[src/rtl/sbg_pkg.sv]
// Shared constants for the scan bridge port gating block
package sbg_pkg;

    // Port counts and widths
    localparam int NUM_PORTS = 3;
    localparam int NUM_PASS  = 2;
    localparam int SLOT_W    = 7;

    // Stages in each pin synchroniser
    localparam int SYNC_STAGES = 2;

    // Width of the synchronised pin bundle
    localparam int PIN_W = 6 + NUM_PASS + NUM_PORTS + SLOT_W;

    // Bit positions inside the synchronised pin bundle
    localparam int PIN_TCK     = 0;
    localparam int PIN_TMS     = 1;
    localparam int PIN_TDI     = 2;
    localparam int PIN_TRST_N  = 3;
    localparam int PIN_OE_N    = 4;
    localparam int PIN_PASS_B  = 5;
    localparam int PIN_PASS_L  = 6;
    localparam int PIN_TDI_L   = PIN_PASS_L + NUM_PASS;
    localparam int PIN_SLOT    = PIN_TDI_L + NUM_PORTS;

    // Reset values; pins idle high as their pull-ups would leave them
    localparam logic [PIN_W-1:0] PIN_RST = {PIN_W{1'b1}};
    localparam logic             PAD_RST  = 1'b1;
    localparam logic             TMS_RST  = 1'b1;
    localparam logic             PASS_IDLE = 1'b1;
    localparam logic             TCK_RST  = 1'b1;

    // Timing: fastest test clock the bench uses, and the system clock
    localparam int TCK_PERIOD_NS = 400;
    localparam int CLK_PERIOD_NS = 50;
    // Least clock cycles per test clock half period (rounded down)
    localparam int TCK_HALF_CYC = (TCK_PERIOD_NS / 2) / CLK_PERIOD_NS;

endpackage : sbg_pkg

[src/rtl/sbg_sync.sv]
// Two-flop synchroniser for a bundle of pins
`timescale 1ns/10ps
`default_nettype none

module sbg_sync #(
    parameter int                    W       = 1,
    parameter logic [W-1:0]          RST_VAL = '0
) (
    // Clock and reset
    input  wire logic         clk,
    input  wire logic         sys_rst,
    // Pin side
    input  wire logic [W-1:0] async_in,
    // Clock domain side
    output var  logic [W-1:0] sync_out
);

    logic [W-1:0] meta_reg;
    logic [W-1:0] meta_next;
    logic [W-1:0] sync_reg;
    logic [W-1:0] sync_next;

    // First stage is read only by the second
    always_comb begin
        meta_next = async_in;
        sync_next = meta_reg;
    end

    // Register both stages
    always_ff @(posedge clk) begin
        if (sys_rst) begin
            meta_reg <= RST_VAL;
            sync_reg <= RST_VAL;
        end else begin
            meta_reg <= meta_next;
            sync_reg <= sync_next;
        end
    end

    assign sync_out = sync_reg;

endmodule : sbg_sync

`default_nettype wire

[src/rtl/sbg_port_gate.sv]
// Backplane to local scan port gating, pass-through and chain routing
//
// Behaviour
// - Backplane hiz notify high while its output floats
// - Backplane pass input to single selected port
// - Single selected port pass input to backplane
// - Pass-through exists only on ports zero, one
// - Output enable high floats every local port
// - Local test clocks copy backplane test clock
// - Local test resets gate backplane test reset
// - Test reset low initialises internal logic but the pin synchroniser, clock edge detector and reset gate
// - Backplane test clock paces scan input capture, pad sampling and internal registers
// - Backplane mode select drives own and local TAPs
// - Address comes from seven static slot inputs
// - Scan data enters only on backplane input
// - Backplane output returns own and ring data
// - One activity enable output per local port
// - Local hiz notify high while port floats
// - Pad bit samples ring data on falling clock
// - Parked port holds its mode select constant
// - Chain: input, own register, rings, pad, output
`timescale 1ns/10ps
`default_nettype none

module sbg_port_gate #(
    parameter int NPORT = sbg_pkg::NUM_PORTS,
    parameter int NPASS = sbg_pkg::NUM_PASS,
    parameter int SLOTW = sbg_pkg::SLOT_W
) (
    // Clock and reset
    input  wire logic             clk,
    input  wire logic             sys_rst,
    // Backplane pins
    input  wire logic             tck_b,
    input  wire logic             tms_b,
    input  wire logic             tdi_b,
    input  wire logic             trst_n_b,
    output var  logic             tdo_b,
    output var  logic             tdo_b_oe,
    output var  logic             hiz_notify_b,
    input  wire logic             pass_in_b,
    output var  logic             pass_out_b,
    input  wire logic [SLOTW-1:0] slot_id,
    input  wire logic             lsp_oe_n,
    // Local scan port pins
    output var  logic [NPORT-1:0] local_tck,
    output var  logic [NPORT-1:0] local_tms,
    output var  logic [NPORT-1:0] local_tdo,
    input  wire logic [NPORT-1:0] local_tdi,
    output var  logic [NPORT-1:0] local_trst_n,
    output var  logic [NPORT-1:0] local_scan_port_oe,
    output var  logic [NPORT-1:0] hiz_notify,
    output var  logic [NPORT-1:0] port_activity_enable,
    input  wire logic [NPASS-1:0] local_pass_in,
    output var  logic [NPASS-1:0] local_pass_out,
    // Ties to the selection and park controllers
    input  wire logic [NPORT-1:0] port_selected,
    input  wire logic [NPORT-1:0] port_unparked,
    input  wire logic             own_tdo,
    input  wire logic             tdo_b_drive,
    // Toward the internal registers
    output var  logic             tck_rise,
    output var  logic             tck_fall,
    output var  logic             scan_in,
    output var  logic             scan_mode,
    output var  logic [SLOTW-1:0] slot_addr,
    output var  logic             logic_clear
);

    localparam int PW = 6 + NPASS + NPORT + SLOTW;
    localparam int P_PASS_L = 6;
    localparam int P_TDI_L  = P_PASS_L + NPASS;
    localparam int P_SLOT   = P_TDI_L + NPORT;

    // Synchronised copies of every pin that crosses into clk
    logic [PW-1:0] pin_raw;
    logic [PW-1:0] pin_s;
    logic          tck_s;
    logic          tms_s;
    logic          tdi_s;
    logic          trst_n_s;
    logic          oe_n_s;
    logic          pass_b_s;
    logic [NPASS-1:0] pass_l_s;
    logic [NPORT-1:0] tdi_l_s;
    logic [SLOTW-1:0] slot_s;

    assign pin_raw = {slot_id, local_tdi, local_pass_in, pass_in_b,
                      lsp_oe_n, trst_n_b, tdi_b, tms_b, tck_b};

    sbg_sync #(
        .W       (PW),
        .RST_VAL ({PW{1'b1}})
    ) u_pin_sync (
        .clk      (clk),
        .sys_rst  (sys_rst),
        .async_in (pin_raw),
        .sync_out (pin_s)
    );

    // Unpack the synchronised bundle
    assign tck_s    = pin_s[sbg_pkg::PIN_TCK];
    assign tms_s    = pin_s[sbg_pkg::PIN_TMS];
    assign tdi_s    = pin_s[sbg_pkg::PIN_TDI];
    assign trst_n_s = pin_s[sbg_pkg::PIN_TRST_N];
    assign oe_n_s   = pin_s[sbg_pkg::PIN_OE_N];
    assign pass_b_s = pin_s[sbg_pkg::PIN_PASS_B];
    assign pass_l_s = pin_s[P_PASS_L +: NPASS];
    assign tdi_l_s  = pin_s[P_TDI_L +: NPORT];
    assign slot_s   = pin_s[P_SLOT +: SLOTW];

    // Internal clear; test reset acts on every flop below except trst_gate_reg and tck_prev_reg
    logic clear;
    assign clear = sys_rst | ~trst_n_s;
    assign logic_clear = clear;

    // Local resets bypass the clock so a low level reaches rings at once
    logic trst_gate_reg;
    logic trst_gate_next;
    always_comb begin
        trst_gate_next = 1'b1;
    end
    always_ff @(posedge clk) begin
        if (sys_rst) begin
            trst_gate_reg <= 1'b0;
        end else begin
            trst_gate_reg <= trst_gate_next;
        end
    end
    assign local_trst_n = {NPORT{trst_n_b & trst_gate_reg}};

    // Test clock edge detection; scan input capture, pad sampling and the internal registers wait on these edges
    logic tck_prev_reg;
    logic tck_prev_next;
    logic scan_in_reg;
    logic scan_in_next;
    logic rise_w;
    logic fall_w;

    assign rise_w = tck_s & ~tck_prev_reg;
    assign fall_w = ~tck_s & tck_prev_reg;

    always_comb begin
        tck_prev_next = tck_s;
        scan_in_next  = scan_in_reg;
        if (rise_w) begin
            scan_in_next = tdi_s;
        end
    end
    always_ff @(posedge clk) begin
        if (clear) begin
            // Follow the pin through clear so its release shows no false edge
            tck_prev_reg <= tck_prev_next;
            scan_in_reg  <= 1'b1;
        end else begin
            tck_prev_reg <= tck_prev_next;
            scan_in_reg  <= scan_in_next;
        end
    end
    assign tck_rise  = rise_w;
    assign tck_fall  = fall_w;
    assign scan_in   = scan_in_reg;
    assign scan_mode = tms_s;

    // Slot address, caught continuously from the static straps
    logic [SLOTW-1:0] slot_reg;
    logic [SLOTW-1:0] slot_next;
    always_comb begin
        slot_next = slot_s;
    end
    always_ff @(posedge clk) begin
        if (clear) begin
            slot_reg <= '0;
        end else begin
            slot_reg <= slot_next;
        end
    end
    assign slot_addr = slot_reg;

    // Serial chain: own register, then each inserted ring via its pad
    logic [NPORT:0]   chain;
    logic [NPORT-1:0] pad_reg;
    logic [NPORT-1:0] pad_next;
    logic [NPORT-1:0] hold_reg;
    logic [NPORT-1:0] hold_next;
    logic [NPORT-1:0] tms_reg;
    logic [NPORT-1:0] tms_next;
    logic [NPORT-1:0] tdo_reg;
    logic [NPORT-1:0] tdo_next;
    logic [NPORT-1:0] act_reg;
    logic [NPORT-1:0] act_next;

    assign chain[0] = own_tdo;

    genvar gi;
    generate
        for (gi = 0; gi < NPORT; gi = gi + 1) begin : g_port
            // Next values for one local port
            always_comb begin
                pad_next[gi]  = pad_reg[gi];
                hold_next[gi] = hold_reg[gi];
                if (fall_w && port_unparked[gi]) begin
                    pad_next[gi] = tdi_l_s[gi];
                end
                if (port_unparked[gi]) begin
                    hold_next[gi] = tms_s;
                end
                // Parked ports replay the level held at park time
                tms_next[gi] = port_unparked[gi] ? tms_s
                                                 : hold_reg[gi];
                tdo_next[gi] = chain[gi];
                act_next[gi] = port_unparked[gi]
                             & port_selected[gi];
            end

            // Ring output feeds the next stage only when inserted
            assign chain[gi+1] = port_unparked[gi] ? pad_reg[gi]
                                                   : chain[gi];

            always_ff @(posedge clk) begin
                if (clear) begin
                    pad_reg[gi]  <= sbg_pkg::PAD_RST;
                    hold_reg[gi] <= sbg_pkg::TMS_RST;
                    tms_reg[gi]  <= sbg_pkg::TMS_RST;
                    tdo_reg[gi]  <= 1'b1;
                    act_reg[gi]  <= 1'b0;
                end else begin
                    pad_reg[gi]  <= pad_next[gi];
                    hold_reg[gi] <= hold_next[gi];
                    tms_reg[gi]  <= tms_next[gi];
                    tdo_reg[gi]  <= tdo_next[gi];
                    act_reg[gi]  <= act_next[gi];
                end
            end
        end
    endgenerate

    assign local_tms            = tms_reg;
    assign local_tdo            = tdo_reg;
    assign port_activity_enable = act_reg;

    // Local port drive and clock fan-out
    logic             tck_l_reg;
    logic             tck_l_next;
    logic             oe_l_reg;
    logic             oe_l_next;
    always_comb begin
        tck_l_next = tck_s;
        oe_l_next  = ~oe_n_s;
    end
    always_ff @(posedge clk) begin
        if (clear) begin
            tck_l_reg <= sbg_pkg::TCK_RST;
            oe_l_reg  <= 1'b0;
        end else begin
            tck_l_reg <= tck_l_next;
            oe_l_reg  <= oe_l_next;
        end
    end
    assign local_tck          = {NPORT{tck_l_reg}};
    assign local_scan_port_oe = {NPORT{oe_l_reg}};
    assign hiz_notify         = {NPORT{~oe_l_reg}};

    // Backplane data return; drive window comes from the TAP
    logic tdo_b_reg;
    logic tdo_b_next;
    logic tdo_oe_reg;
    logic tdo_oe_next;
    always_comb begin
        tdo_b_next  = chain[NPORT];
        tdo_oe_next = tdo_b_drive;
    end
    always_ff @(posedge clk) begin
        if (clear) begin
            tdo_b_reg  <= 1'b1;
            tdo_oe_reg <= 1'b0;
        end else begin
            tdo_b_reg  <= tdo_b_next;
            tdo_oe_reg <= tdo_oe_next;
        end
    end
    assign tdo_b        = tdo_b_reg;
    assign tdo_b_oe     = tdo_oe_reg;
    assign hiz_notify_b = ~tdo_oe_reg;

    // Pass-through works only with exactly one port selected
    logic             single_sel;
    logic [NPASS-1:0] pass_l_reg;
    logic [NPASS-1:0] pass_l_next;
    logic             pass_b_reg;
    logic             pass_b_next;

    assign single_sel = (port_selected != '0)
                      && ((port_selected & (port_selected - NPORT'(1))) == '0);

    always_comb begin
        pass_l_next = {NPASS{sbg_pkg::PASS_IDLE}};
        pass_b_next = sbg_pkg::PASS_IDLE;
        for (int k = 0; k < NPASS; k++) begin
            // Port two has no pass pins, so it never appears here
            if (single_sel && port_selected[k]) begin
                pass_l_next[k] = pass_b_s;
                pass_b_next    = pass_l_s[k];
            end
        end
    end
    always_ff @(posedge clk) begin
        if (clear) begin
            pass_l_reg <= {NPASS{sbg_pkg::PASS_IDLE}};
            pass_b_reg <= sbg_pkg::PASS_IDLE;
        end else begin
            pass_l_reg <= pass_l_next;
            pass_b_reg <= pass_b_next;
        end
    end
    assign local_pass_out = pass_l_reg;
    assign pass_out_b     = pass_b_reg;

endmodule : sbg_port_gate

`default_nettype wire

[config.mk]
export PLATFORM = sky130hd
export DESIGN_NAME = sbg_port_gate
export DESIGN_NICKNAME = d
export VERILOG_FILES = /design/src/rtl/sbg_pkg.sv /design/src/rtl/sbg_sync.sv /design/src/rtl/sbg_port_gate.sv
export SDC_FILE = /design/constraint.sdc
export NUM_CORES = 1
export LEC_CHECK = 0
export BUFFER_PORTS_ARGS = -buffer_cell sky130_fd_sc_hd__buf_2
export CORE_MARGIN = 1
export CORE_UTILIZATION = 31
export CTS_CLUSTER_DIAMETER = 60
export DETAILED_ROUTE_END_ITERATION = 16
export GPL_TIMING_DRIVEN = 0
export PLACE_DENSITY = 0.55
export SLEW_MARGIN = 20
export SYNTH_ARGS = -nofsm -noshare
export SYNTH_HDL_FRONTEND = slang
export SYNTH_HIERARCHICAL = 1
export SYNTH_SLANG_ARGS = --single-unit
export TNS_END_PERCENT = 50
[constraint.sdc]
create_clock -name clk -period 2.3 [get_ports clk]
set_clock_uncertainty 0.15 [all_clocks]
set_input_delay 0.23 -clock clk [delete_from_list [all_inputs] [get_ports clk]]
set_output_delay 0.23 -clock clk [all_outputs]
set_load 0.005 [all_outputs]
; ---- Yosys cells after proc, flatten, opt, wreduce, memory -nomap -nowiden
; Index checks and enable logic that the tools add are counted.
[word_totals]
ff_bits = 65
[op_classes]
n_addsub = 1
n_mux = 6
bitwise_logic = 16
n_reduce_logical = 10
[ops]
columns = cell, count
row1 = 1-bit inverter, 8
row2 = 1-bit bitwise AND, 6
row3 = 1-bit logical AND, 6
row4 = 1-bit two-way mux, 6
row5 = 2-bit OR reduction, 2
row6 = 3-bit bitwise AND, 1
row7 = 3-bit zero test, 1
row8 = 3-bit nonzero test, 1
row9 = 3-bit by 1-bit subtractor with 3-bit output (second input constant), 1
row10 = 1-bit bitwise OR, 1

; ---- Longest topological paths before layout
[logic_depth]
word_depth = 7
ltp_mapped = 4
mapped_depth_nobuf = 3

; ---- Cells and area by module
; The synthesis kept the hierarchy.
[modules_own_cells]
columns = module, n_inst, cells_each, area_each_um2, seq_area_each_um2
row1 = sbg_port_gate, 1, 93, 994.7, 580.6
row2 = sbg_sync, 1, 75, 979.7, 720.7

; ---- Least setup slack after synthesis
; No wires, ideal clock.
[synth_path]
path_kind = reg-to-reg
start = register u_pin_sync.sync_reg[3] (netlist: u_pin_sync/sync_out[3])
end = register pass_b_reg (netlist: pass_out_b)
setup_ns = 0.127
arrival_time_ns = 0.906
required_ns = 2.023
setup_slack_ns = 1.117
path_stages_with_launch = 4
path_buffers = 0
path_cell_list = dfxtp_1 > nor2b_2 > inv_1 > or3_1
[synth_between]
elab_chain_cells = 2
[synth_lines]
columns = element, line
row1 = start: declaration, sbg_sync.sv:20  ; logic [W-1:0] sync_reg;
row2 = start signal: assignment, sbg_sync.sv:36  ; sync_reg <= sync_next;
row3 = 1-bit inverter, sbg_port_gate.sv:114  ; assign clear = sys_rst | ~trst_n_s;
row4 = 1-bit bitwise OR, sbg_port_gate.sv:114
row5 = via logic_clear, sbg_port_gate.sv:67  ; output var logic logic_clear
row6 = end signal: assignment, sbg_port_gate.sv:310  ; pass_b_reg <= sbg_pkg::PASS_IDLE;
row7 = end signal: assignment, sbg_port_gate.sv:313  ; pass_b_reg <= pass_b_next;
row8 = end: declaration, sbg_port_gate.sv:290  ; logic pass_b_reg;
; The timed path passes the listed nets, and every way through them passes these cells.
; A chain may end at the register's enable or synchronous reset.

; ---- Final worst setup path
[layout_path]
start = register u_pin_sync.sync_reg[3] (netlist: u_pin_sync/sync_out[3])
end = register pass_l_reg[1] (netlist: local_pass_out[1])
[layout_between]
elab_chain_cells = 3
[layout_lines]
columns = element, line
row1 = 1-bit inverter, sbg_port_gate.sv:114
row2 = 1-bit bitwise OR, sbg_port_gate.sv:114
row3 = 2-bit OR reduction (no source line), n/a
row4 = end signal: assignment, sbg_port_gate.sv:309  ; pass_l_reg <= {NPASS{sbg_pkg::PASS_IDLE}};
row5 = end signal: assignment, sbg_port_gate.sv:312  ; pass_l_reg <= pass_l_next;
row6 = end: declaration, sbg_port_gate.sv:288  ; logic [NPASS-1:0] pass_l_reg;
; Every way passes these cells.

==> flow_metrics.tcl <==
set metrics [dict create \
    cts.path.max_buffers 2 \
    synth_flop_cell "dfxtp_1" \
    yosysTopAreaCellShare_pct 65.91 \
    ant_nets 0 \
    ys_seq_elements 65 \
    drt_iter0_drc 41 \
    root_buffer "clkbuf_8" \
    dr.pass1.iters 3 \
    finalPower_mw 2.187 \
    max-vdd-ir-drop_mv 0.3346 \
    synthesis.area_um2 1974 \
    syn_inst 168 \
    setup_viol 0 \
    via_per_inst 3.974 \
    clock_latency_ns 0.32 \
    layout-drive-gt1-share_pct 35.66 \
    startpoint_type "flop" \
    seq_area_um2 1301 \
    power_frac_clock_pct 38.0 \
    power.density_nw_per_um2 776.3 \
    relSlewSlack_pct 72.96 \
    clock-sinks 65 \
    cts_max_level 3 \
    wl_per_cell_um 9.911 \
    cts_tree "yes" \
    period_minus_slack_ns 1.696 \
    max_stage_delay_ns 0.55 \
    worst_hold_path_type "primary input to flop" \
    grt_pass1_vias 1261 \
    numCtsBuffers 9 \
    finalWeightedCongestion 0.6862 \
    period_share_pct 73.76 \
    switching_share_pct 20.42 \
    cp_top_family "buffers and inverters" \
    die_y_um 81.81 \
    syn_avg_cell_area_um2 11.75 \
    timing.hold.ws_ns 0.04657 \
    worst_pin_slew_ns 0.4057 \
    seq_power_share_pct 54.3 \
    gr-total-overflow 0 \
    path_buf_inv 2 \
    cts_setup_buffers 0 \
    yosysMostFrequentCell "dfxtp_1" \
    synth_area_leaders "dfxtp_1, or2_1, buf_4" \
    clk_pin_slew_ns 0.06 \
    hold_viol_final 0 \
    grt_max_degree 12 \
    intPower_mw 1.741 \
    syn_to_final_growth_pct 42.71 \
    cp_max_fo 10 \
    p_leak_nw 1.243 \
    max_cap_violations 0 \
    port_buffers 66 \
    placed_area_um2 2399 \
    required_ns 2.36 \
    diodes 0 \
    start_util_pct 32.77 \
    fillers 591 \
    num_vias 1379 \
    rsz0062_at_grt "no" \
    ios 67 \
    r2r-start "u_pin_sync/sync_out[3]$_SDFF_PP1_" \
    p_switching_mw 0.4466 \
    drc 0 \
    die-area_um2 6692 \
    multi_input_area_um2 531.8 \
    synth_top_area_cell "dfxtp_1" \
    crit_arrival_ns 1.76 \
    seq_area_frac_synth_pct 65.91 \
    min_from "sys_rst" \
    critPathLaunch "u_pin_sync/sync_out[3]$_SDFF_PP1_" \
    synth_commonest_cells "dfxtp_1, or2_1, buf_4" \
    p_comb_share_pct 7.7 \
    yosysWarningCount 6 \
    setup_tns_ns 0 \
    ys_types 26 \
    nNetsFinal 298 \
    outcome "completed" \
    antenna_found_initial 0 \
    dp_hpwl_um 2271 \
    crit_type "flop to flop" \
    worstPathCellList "nor2b_2 > buf_2 > nand3_1 > dlygate4sd3_1" \
    crit_slowest_cell "dlygate4sd3_1" \
    synthesis.nets 196 \
    grt_usage_pct 11.65 \
    ys_async_sr_fraction_pct 0 \
    synth_edf_count 0 \
    timing.fmax_ghz 0.5895 \
    rows 28 \
    finish.instance_area_um2 2818 \
    critPathCaptureType "flop" \
    final_max_slew_viol_count 0 \
    core_um2 6026 \
    finalWirelength_um 3439 \
    grt_pass1_wl_um 5464 \
    die_x_um 81.81 \
]
-- path summary, 6_finish.rpt --
path                                        to  slack [ns]  depth (start not counted)
setup / recovery  local_pass_out[1]$_SDFF_PP1_        0.60                          4
hold / removal           trst_gate_reg$_DFF_P_        0.05                          2
setup reg to reg  local_pass_out[1]$_SDFF_PP1_        0.60                          4
hold reg to reg           tck_prev_reg$_DFF_P_        0.22                          0
-- layer usage --
layer	routed length (um)	GRT usage, %	vias up	share of wire [%]
met4	115	9.474	0	3.3
met1	1484	11.25	594	43
li1	-	-	723	-
met5	0	0	-	0
met3	198	3.778	12	5.8
met2	1640	20.17	50	48
-- repair_timing --
action,in CTS,in global routing
gates resized for setup,0,0
endpoints found under the hold margin,23,0
hold buffers,25,0
-- layout by cell type (no fill, tap or decap) --
cell and n:
mux2_2 1, nor2b_2 1, mux2i_1 5, dlygate4sd3_1 25, dfxtp_1 65, a311o_1 3, or3_1 1, and2_1 9
buf_6 3, nor2b_1 2, nand2_1 7, or2_1 36, clkbuf_2 1, nor3_1 2, nand3_1 2, buf_2 67
a21oi_1 2, buf_4 10, and3_1 2, a21boi_0 2, and3_2 1, clkbuf_8 12, clkbuf_1 2, nor3b_1 1
inv_1 5, o211ai_2 1, nand2b_1 2, nor2_1 2
-- per-stage QoR --
stage                     cells  util, %  worst slack, ns
final                       347    46.76           0.6035
after global routing        347    46.76           0.4929
after CTS                   347    46.76           0.5724
after detailed placement    309    39.80           0.7856
after global placement      309    39.80           0.8000
after floorplan             168        -            1.117
-- cells by family (layout without fill, tap and decap cells) --
logic type | Yosys count | after routing | synth area share (%)
and+or+nand+nor | 68 | 68 | 20.41
DFF | 65 | 65 | 65.91
buffers and inverters | 21 | 125 | 7.160
AOI/OAI and AO/OA | 8 | 8 | 3.422
muxes | 6 | 6 | 3.105
-- power by group through the flow --
stage,Sequential [mW],Combinational [mW],Clock (mW)
5_1_grt,1.19,0.188,0.921
2_1_floorplan,1.21,0.0665,0
3_3_place_gp,1.21,0.138,0
4_1_cts,1.19,0.170,0.865
3_5_place_dp,1.21,0.140,0
6_report,1.19,0.167,0.831
-- layout make-up --
type	instances	share of cell area (%)
Tap cell	75	3.330
Sequential cell	65	46.18
Inverter	5	0.6661
Timing Repair Buffer	91	20.60
Multi-Input combinational cell	82	18.87
Clock buffer	13	5.995
Buffer	16	4.352
Note: power is estimated with default switching activity, not from simulation.
